### config.mk
export PLATFORM = sky130hd
export DESIGN_NAME = mcm_ctrl
export DESIGN_NICKNAME = d
export VERILOG_FILES = /design/src/hw/mcm_pkg.sv /design/src/hw/mcm_ctrl.sv
export SDC_FILE = /design/constraint.sdc
export NUM_CORES = 1
export LEC_CHECK = 0
export BUFFER_PORTS_ARGS = -buffer_cell sky130_fd_sc_hd__buf_2
export CAP_MARGIN = 30
export CELL_PAD_IN_SITES_DETAIL_PLACEMENT = 0
export CELL_PAD_IN_SITES_GLOBAL_PLACEMENT = 2
export CORE_MARGIN = 10
export CORE_UTILIZATION = 30
export DETAILED_ROUTE_END_ITERATION = 12
export PLACE_DENSITY = 0.71
export SKIP_LAST_GASP = 1
export SYNTH_ARGS = -nofsm -noshare
export SYNTH_HDL_FRONTEND = slang
export SYNTH_SLANG_ARGS = --single-unit
### constraint.sdc
create_clock -name clk -period 1.4 [get_ports clk]
set_input_delay 0.07 -clock clk [delete_from_list [all_inputs] [get_ports clk]]
set_output_delay 0.07 -clock clk [all_outputs]
set_load 0.01 [all_outputs]
### src/hw/mcm_pkg.sv
// package: register map and constants of the monitor channel mode control
package mcm_pkg;
  localparam logic [7:0] ADDR_SKIP = 8'h08;
  localparam logic [7:0] ADDR_SHOT = 8'h09;
  localparam logic [7:0] ADDR_DEEP = 8'h0A;
  localparam logic [7:0] ADDR_CFG = 8'h0B;
  localparam logic [7:0] RST_SKIP = 8'h00;
  localparam logic [7:0] RST_DEEP = 8'h00;
  localparam logic [7:0] RST_CFG = 8'h00;
  localparam int SHOT_BIT = 0;
  localparam int DEEP_BIT = 0;
  localparam int REF_BIT = 0;
  localparam int MODE_LSB = 1;
  localparam int TEMP_BIT = 7;
  localparam logic [7:0] RSV_MODE2 = 8'h70;
  localparam logic [7:0] RSV_MODE3 = 8'h40;
  localparam int NUM_SLOTS = 8;
  typedef enum logic [1:0] {
    MODE_0, MODE_1, MODE_2, MODE_3
  } mcm_mode_t;
  typedef enum {
    ST_SHUTDOWN, ST_DEEP, ST_RUN, ST_SHOT
  } mcm_state_t;
endpackage

### src/hw/mcm_ctrl.sv
// module: skip mask, single shot, deep sleep and pairing configuration
// ---------------------------------------------------------------------------
// Contract
// RQ1 - host writes the skip mask only while the run bit is 0
// RQ2 - skip mask write clears all results and interrupt status
// RQ3 - skipped slot is not converted, reads 0, raises no limit event
// RQ4 - modes 0/1: bits 0-6 inputs 0-6; bit 7 temperature or input 7
// RQ5 - mode 2: bits 0-3 pairs, bits 4-6 reserved, bit 7 temperature
// RQ6 - mode 3: bits 0-3 singles, bits 4-5 pairs, bit 6 reserved
// RQ7 - writing 1 to shot bit in shutdown starts one full pass
// RQ8 - after the pass, return to shutdown or deep shutdown as before
// RQ9 - deep bit set with run bit 0 enters deep shutdown
// RQ10 - configuration write clears all results and interrupt status
// RQ11 - configuration bit 0 picks internal 0 or external 1 reference
// RQ12 - configuration bits 2:1 pick pairing modes 0 to 3
// RQ13 - shot register reads 0; writing 0 does nothing
// RQ14 - converting flag is 1 while any conversion runs
// ---------------------------------------------------------------------------
`timescale 1ns/1ps
`default_nettype none
module mcm_ctrl
  import mcm_pkg::*;
(
  input wire logic clk,
  input wire logic rst_n,
  input wire logic reg_wr,
  input wire logic reg_rd,
  input wire logic [7:0] reg_addr,
  input wire logic [7:0] reg_wdata,
  output logic [7:0] reg_rdata,
  output logic reg_hit,
  input wire logic run_bit,
  input wire logic pass_done,
  input wire logic [7:0] slot_event,
  output logic clear_results,
  output logic [7:0] slot_enable,
  output logic [7:0] slot_event_ok,
  output logic pass_start,
  output logic converting,
  output logic deep_sleep,
  output logic ext_ref_sel,
  output mcm_pkg::mcm_mode_t pair_mode
);
  import mcm_pkg::*;

  // ---------------------------------------------------------------------
  // reserved bits by mode
  // ---------------------------------------------------------------------
  function automatic logic [7:0] rsv_mask(input mcm_mode_t m);
    case (m)
      MODE_2: rsv_mask = RSV_MODE2; // [RQ5]
      MODE_3: rsv_mask = RSV_MODE3; // [RQ6]
      default: rsv_mask = 8'h00; // [RQ4]
    endcase
  endfunction

  logic [7:0] skip_r, skip_nxt;
  logic deep_r, deep_nxt;
  logic ref_r, ref_nxt;
  mcm_mode_t mode_r, mode_nxt;
  mcm_state_t st_r, st_nxt;
  logic [7:0] rdata_r, rdata_nxt;
  logic hit_r, hit_nxt;
  logic clr_r, clr_nxt;
  logic start_r, start_nxt;
  logic [7:0] en_r, en_nxt;
  logic [7:0] evok_r, evok_nxt;
  logic conv_r, conv_nxt;
  logic dsl_r, dsl_nxt;
  logic [7:0] rsv_nxt;
  logic wr_skip, wr_shot, wr_deep, wr_cfg, any_hit;

  assign wr_skip = reg_wr && (reg_addr == ADDR_SKIP);
  assign wr_shot = reg_wr && (reg_addr == ADDR_SHOT);
  assign wr_deep = reg_wr && (reg_addr == ADDR_DEEP);
  assign wr_cfg = reg_wr && (reg_addr == ADDR_CFG);
  assign any_hit = (reg_addr == ADDR_SKIP) || (reg_addr == ADDR_SHOT) ||
                   (reg_addr == ADDR_DEEP) || (reg_addr == ADDR_CFG);

  // ---------------------------------------------------------------------
  // registers and power state
  // ---------------------------------------------------------------------
  always_comb begin
    skip_nxt = skip_r;
    deep_nxt = deep_r;
    ref_nxt = ref_r;
    mode_nxt = mode_r;
    st_nxt = st_r;
    start_nxt = 1'b0;
    // skip mask is only legal in shutdown; host keeps to it [RQ1]
    if (wr_skip) begin
      skip_nxt = reg_wdata & ~rsv_mask(mode_r); // [RQ5] [RQ6]
    end
    if (wr_deep) begin
      deep_nxt = reg_wdata[DEEP_BIT];
    end
    if (wr_cfg) begin
      ref_nxt = reg_wdata[REF_BIT]; // [RQ11]
      mode_nxt = mcm_mode_t'(reg_wdata[MODE_LSB +: 2]); // [RQ12]
      skip_nxt = skip_r & ~rsv_mask(mcm_mode_t'(reg_wdata[MODE_LSB +: 2]));
    end
    case (st_r)
      ST_SHUTDOWN, ST_DEEP: begin
        if (run_bit) begin
          st_nxt = ST_RUN;
        end else if (wr_shot && reg_wdata[SHOT_BIT]) begin
          st_nxt = ST_SHOT; // [RQ7] [RQ13]
          start_nxt = 1'b1;
        end else if (deep_nxt) begin
          st_nxt = ST_DEEP; // [RQ9]
        end else begin
          st_nxt = ST_SHUTDOWN;
        end
      end
      ST_RUN: begin
        if (!run_bit) begin
          st_nxt = deep_nxt ? ST_DEEP : ST_SHUTDOWN; // [RQ9]
        end
      end
      ST_SHOT: begin
        if (pass_done) begin
          st_nxt = deep_nxt ? ST_DEEP : ST_SHUTDOWN; // [RQ8]
        end
      end
      default: st_nxt = ST_SHUTDOWN;
    endcase
    conv_nxt = (st_nxt == ST_RUN) || (st_nxt == ST_SHOT); // [RQ14]
    dsl_nxt = (st_nxt == ST_DEEP);
  end

  // ---------------------------------------------------------------------
  // read data, clears and slot gating
  // ---------------------------------------------------------------------
  always_comb begin
    rdata_nxt = 8'h00;
    hit_nxt = reg_rd && any_hit;
    if (reg_rd) begin
      case (reg_addr)
        ADDR_SKIP: rdata_nxt = skip_r;
        ADDR_SHOT: rdata_nxt = 8'h00; // [RQ13]
        ADDR_DEEP: rdata_nxt = {7'h00, deep_r};
        ADDR_CFG: rdata_nxt = {5'h00, mode_r, ref_r};
        default: rdata_nxt = 8'h00;
      endcase
    end
    clr_nxt = wr_skip || wr_cfg; // [RQ2] [RQ10]
    rsv_nxt = rsv_mask(mode_nxt);
    for (int i = 0; i < NUM_SLOTS; i++) begin
      en_nxt[i] = !skip_nxt[i] && !rsv_nxt[i]; // [RQ3] [RQ4]
      evok_nxt[i] = en_r[i] && slot_event[i]; // [RQ3]
    end
  end

  always_ff @(posedge clk or negedge rst_n) begin
    if (!rst_n) begin
      skip_r <= RST_SKIP;
      deep_r <= RST_DEEP[DEEP_BIT];
      ref_r <= RST_CFG[REF_BIT];
      mode_r <= MODE_0;
      st_r <= ST_SHUTDOWN;
      start_r <= 1'b0;
      rdata_r <= 8'h00;
      hit_r <= 1'b0;
      clr_r <= 1'b0;
      en_r <= 8'hFF;
      evok_r <= 8'h00;
      conv_r <= 1'b0;
      dsl_r <= 1'b0;
    end else begin
      skip_r <= skip_nxt;
      deep_r <= deep_nxt;
      ref_r <= ref_nxt;
      mode_r <= mode_nxt;
      st_r <= st_nxt;
      start_r <= start_nxt;
      rdata_r <= rdata_nxt;
      hit_r <= hit_nxt;
      clr_r <= clr_nxt;
      en_r <= en_nxt;
      evok_r <= evok_nxt;
      conv_r <= conv_nxt;
      dsl_r <= dsl_nxt;
    end
  end

  assign reg_rdata = rdata_r;
  assign reg_hit = hit_r;
  assign clear_results = clr_r;
  assign slot_enable = en_r;
  assign slot_event_ok = evok_r;
  assign pass_start = start_r;
  assign converting = conv_r; // [RQ14]
  assign deep_sleep = dsl_r;
  assign ext_ref_sel = ref_r;
  assign pair_mode = mode_r;
endmodule
`default_nettype wire

### Word level (Yosys, flattened, before mapping)

Cells that the tools add are included.

| word-level totals | value |
|---|---|
| bits of input ports | 30 |
| register bits after elaboration | 73 |
| output and inout port bits | 32 |

| cells by class | value |
|---|---|
| mux-type cells | 20 |
| bitwise gates (word level) | 4 |
| reduce and logical (&&, ||, !) cells | 45 |
| equal/unequal tests | 16 |

Operator list:

| kind | count |
|---|---|
| 32-bit by 2-bit == test with 1-bit output (second input constant) | 3 |
| 32-bit case mux with 3 select lines | 1 |
| 32-bit by 3-bit == test with 1-bit output (second input constant) | 2 |
| 32-bit 2-to-1 mux | 2 |
| 7-bit case mux with 2 select lines | 3 |
| 8-bit 2-to-1 mux | 5 |
| 32-bit by 1-bit == test with 1-bit output (second input constant) | 1 |
| 8-bit by 4-bit == test with 1-bit output (second input constant) | 4 |
| 32-bit logical NOT | 1 |
| 8-bit case mux with 3 select lines | 1 |
| 1-bit logical AND | 22 |
| 8-bit AND | 2 |
| 8-bit inverter | 2 |
| 1-bit logical NOT | 15 |
| 2-bit == test (second input constant) | 6 |
| 2-bit 2-to-1 mux | 3 |
| 1-bit logical OR | 5 |
| 1-bit 2-to-1 mux | 5 |
| 2-bit OR reduction | 1 |
| 1-bit logical NOT (first input constant) | 1 |

### Longest topological paths before layout

| depth | value |
|---|---|
| depth after elaboration | 9 |
| gate-level depth with buffers | 5 |
| gate-level depth less buffers | 4 |

### Worst setup path after synthesis

No wires, ideal clock.

| path | value |
|---|---|
| path kind | input -> register |
| start | input reg_addr[5] |
| end | register dsl_r, in the netlist deep_sleep |
| arrival | 1.282 ns |
| stages on the path | 4 |
| required time | 1.269 ns |
| path slack | -0.013 ns |
| setup time | 0.131 ns |
| cell sequence | or4_4 > nor4b_4 > mux2i_1 > a211oi_2 |

| between the ends | value |
|---|---|
| longest elaborated chain between the ends | 8 |
| elaborated cells between the ends (all ways) | 13 |
| classes of those cells | eq/ne (3); mux (7); reduce/logical (3) |

Ends and longest elaborated chain:

| what | line | source |
|---|---|---|
| from (decl) | mcm_ctrl.sv:28 | `input wire logic [7:0] reg_addr,` |
| 8-bit by 4-bit == test with 1-bit output | mcm_ctrl.sv:75 | `assign wr_deep = reg_wr && (reg_addr == ADDR_DEEP);` |
| 1-bit logical AND | mcm_ctrl.sv:75 |  |
| 1-bit 2-to-1 mux | mcm_ctrl.sv:94 | `if (wr_deep) begin` |
| 1-bit 2-to-1 mux | mcm_ctrl.sv:109, mcm_ctrl.sv:117, mcm_ctrl.sv:122 |  |
| 2-bit 2-to-1 mux | mcm_ctrl.sv:106 | `end else if (wr_shot && reg_wdata[SHOT_BIT]) begin` |
| 2-bit 2-to-1 mux | mcm_ctrl.sv:104 | `if (run_bit) begin` |
| 32-bit case mux with 3 select lines * | mcm_ctrl.sv:102 | `case (st_r)` |
| 32-bit by 2-bit == test with 1-bit output * | mcm_ctrl.sv:128 | `dsl_nxt = (st_nxt == ST_DEEP);` |
| via dsl_nxt | mcm_ctrl.sv:69 | `logic dsl_r, dsl_nxt;` |
| to (signal assigned) | mcm_ctrl.sv:182 | `dsl_r <= dsl_nxt;` |
| to (decl) | mcm_ctrl.sv:69 |  |

Mark *: on every way through the listed nets, which the timed path passes. The rest lies on a longest branch.
A chain may end at the register's enable or synchronous reset.

### Final worst setup path

| path | value |
|---|---|
| start | register st_r[30] |
| end | register st_r[0] |

| between the ends | value |
|---|---|
| longest elaborated chain between the ends | 3 |
| elaborated cells between the ends (all ways) | 6 |
| classes of those cells | eq/ne (3); mux (1); reduce/logical (2) |

Ends and longest elaborated chain:

| what | line | source |
|---|---|---|
| from (decl) | mcm_ctrl.sv:61 | `mcm_state_t st_r, st_nxt;` |
| from (signal assigned) | mcm_ctrl.sv:174 | `st_r <= st_nxt;` |
| 32-bit by 1-bit == test with 1-bit output or 32-bit logical NOT (tied branches) | mcm_ctrl.sv:102 |  |
| 2-bit OR reduction | mcm_ctrl.sv:102 |  |
| 32-bit case mux with 3 select lines * | mcm_ctrl.sv:102 |  |
| via st_nxt[0] | mcm_ctrl.sv:61 |  |

Marks and branches as above.

==> impl_metrics.tcl <==
set metrics [dict create \
    status "complete, but fails checks" \
    violations "negative setup slack" \
    p_leak_nw 1.78 \
    place_congestion 0.732 \
    vias 1671 \
    grt_pass1_wl_um 9140 \
    reg2regPathDepth 5 \
    place_hpwl_um 4020 \
    io_buffers 61 \
    ys_ff_latch 73 \
    design.core.area_um2 8220 \
    cts-buffers-inserted 9 \
    period_needed_ns 1.47 \
    place_area_um2 3190 \
    end_kind "flop" \
    ys.flop_type "dfrtp_1" \
    crit_path_start_kind "flop" \
    detail_route.iter0.violations 40 \
    hp-start "reg_wdata[2]" \
    first_pass_iters 4 \
    antenna_cells 0 \
    final_nets 338 \
    rsz0062_at_grt "true" \
    htreeDepth 3 \
    worstPathArrival_ns 1.74 \
    cts-root-buf "clkbuf_8" \
    synth_seq_area_share 0.728 \
    slew_viol_final 0 \
    final_cells 417 \
    fin_skew_ns 0.0127 \
    crit_type "flop to flop" \
    synthMuxAreaShare 0.0422 \
    worstHoldEndpoint "pair_mode[1]" \
    fin_util 0.435 \
    synth_xor_area_frac 0 \
    dp_cells 388 \
    die_width_um 112 \
    ios 62 \
    clk_pin_slew_worst_paths_ns 0.07 \
    avgSynthCellArea_um2 14.1 \
    r2r_setup_slack_ns -0.07 \
    hold_path.class "input pin to flop" \
    power_density_nw_per_um2 1160 \
    synth-simple-area-share 0.152 \
    remaining_drc_errors 0 \
    fillers 791 \
    clock_sinks 73 \
    grt_pass1_vias 1831 \
    clock_latency_ns 0.34 \
    synth_top_family_by_area "simple AND/OR/NAND/NOR gates" \
    synth-edff-count 0 \
    grt_max_degree 74 \
    path_cells "nor4_2 > nand2_1 > or3_4 > buf_6 > a21oi_2" \
    slowest_stage "or3_4" \
    timing.rr.start "st_r[30]" \
    whs_path_depth 2 \
    critPathMaxStageDelay_ns 0.43 \
    dieArea_um2 12500 \
    syn_to_final_growth_pct 41.7 \
    ir_worst_vdd_mv 0.541 \
    synth-compound-area-share 0.0655 \
    synthArstFlopShare 1.00 \
    post_drt_wl_per_cell_um 13.0 \
    placementRows 33 \
    start_util 0.307 \
    tritoncts "yes" \
    dieHeight_um 112 \
    fmax_mhz 679 \
    clockBufferDepth 2 \
    finalCritPeriodShare 1.05 \
    required_ns 1.66 \
    synth_warnings 0 \
    wl_um 5400 \
    reg2reg_to "st_r[0]" \
    setup_viol 4 \
    antenna_found_initial 0 \
    post_cts_buffers 0 \
    overflow 0 \
    syn-cell-area_um2 2520 \
    hold_viol 0 \
    setup_tns_ns -0.190 \
    vias_per_cell 4.01 \
    crit_fanout 4 \
    synth_adder_area_share 0 \
    grt.total_usage 0.0913 \
    synth_cell_type_count 33 \
    ant_nets 0 \
    final_area_um2 3570 \
    layout-drive-gt1-share 0.375 \
    netlist_instances 179 \
    fin_ws_ns -0.0734 \
    drv_cap 0 \
]
==> sequential cells by signal (all words and copies together), names as in the netlist, 2 cells and up <==
register,cells
st_r,32
slot_event_ok,8
pair_mode,2
skip_r,8
slot_enable,8
reg_rdata,8
==> layer usage <==
layer  vias up  GRT usage  share of wire
met1       772      0.104           0.42
met5         -          0              0
met4         0     0.0360          0.011
met3         7     0.0376          0.077
li1        846          -              -
met2        46      0.149           0.49
==> logic make-up after synthesis <==
kind of cell,count (synthesis)
buffers and inverters,7
AOI/OAI and AO/OA,24
DFF,73
other,1
and+or+nand+nor,64
muxes,10
==> report_power, final <==
part	switching (mW)	leakage, nW	internal [mW]
clock	0.689	0.102	0.905
sequential	0.0358	0.903	2.21
combinational	0.156	0.778	0.136
total	0.881	1.78	3.25
==> cells in the final DEF (no fill, tap or decap), types with 3 or more instances in the layout <==
master / instances
dfrtp_1: 65
nand2_1: 11
nand4_1: 3
inv_1: 6
a21oi_1: 4
a21o_1: 4
mux2_2: 5
mux2i_1: 5
nor4_2: 4
dfstp_2: 8
clkbuf_8: 11
o21ai_0: 4
and2_1: 14
conb_1: 30
a211oi_2: 3
nor4_1: 4
nand3_1: 4
dlygate4sd3_1: 14
buf_2: 61
buf_4: 13
nor2_1: 10
==> timing repair <==
| action | 4_1_cts | 5_1_grt |
|---|---|---|
| setup endpoints to repair | 5 | 5 |
| resized for setup | 6 | 4 |
| hold buffers | 14 | 0 |
| pin swaps | 2 | 2 |
| endpoints found under the hold margin | 80 | 0 |
==> worst max-delay path, delay by kind of cell (launching register included) <==
family | cells | cell delay (ns)
buffers and inverters | 1 | 0.13
AO/OA/AOI/OAI | 1 | 0.09
flip-flops | 1 | 0.38
AND/OR/NAND/NOR | 3 | 0.81
==> how the worst max path moves through the flow <==
stage / startpoint / cells after the start / slack [ns] / end
floorplan: reg_addr[5] / 4 / -0.01 / deep_sleep
global placement: reg_addr[5] / 5 / -0.21 / deep_sleep
detailed placement: reg_addr[5] / 5 / -0.24 / st_r[0]
CTS: st_r[15] / 5 / -0.1 / st_r[0]
global route: st_r[30] / 5 / -0.14 / st_r[0]
finish: st_r[30] / 5 / -0.07 / st_r[0]
==> stage by stage <==
| stage | power (mW) | setup slack (ns) | hold slack, ns |
|---|---|---|---|
| 6_report | 4.13 | -0.0734 | 0.0687 |
| 5_1_grt | 4.37 | -0.142 | 0.0648 |
| 4_1_cts | 4.22 | -0.0964 | 0.0548 |
| 3_5_place_dp | 2.55 | -0.237 | 0.127 |
| 3_3_place_gp | 2.55 | -0.214 | 0.130 |
| 2_1_floorplan | 2.37 | -0.0133 | -0.226 |
==> cell type report <==
type                    instances  area [µm²]  share of cell area
flip-flops and latches         73        1840               0.514
multi-input cells             128         815               0.228
repair buffers                 90         574               0.161
clock buffers                  12         155              0.0434
well taps                     105         131              0.0368
clock inverters                 3        40.0              0.0112
inverters                       6        22.5             0.00630
==> Yosys cell counts, types with 3 or more instances <==
cell type	count	area, µm²
a211oi_1	3	22.5
a21o_1	4	30.0
a21oi_1	5	25.0
and2_1	14	87.6
dfrtp_1	65	1630
dfstp_2	8	210
inv_1	6	22.5
mux2_2	5	56.3
mux2i_1	5	50.1
nand2_1	11	41.3
nand3_1	4	20.0
nand4_1	3	18.8
nor2_1	11	41.3
nor4_1	8	50.1
o21ai_0	4	20.0
No activity file was read; power rests on OpenSTA's default activity.
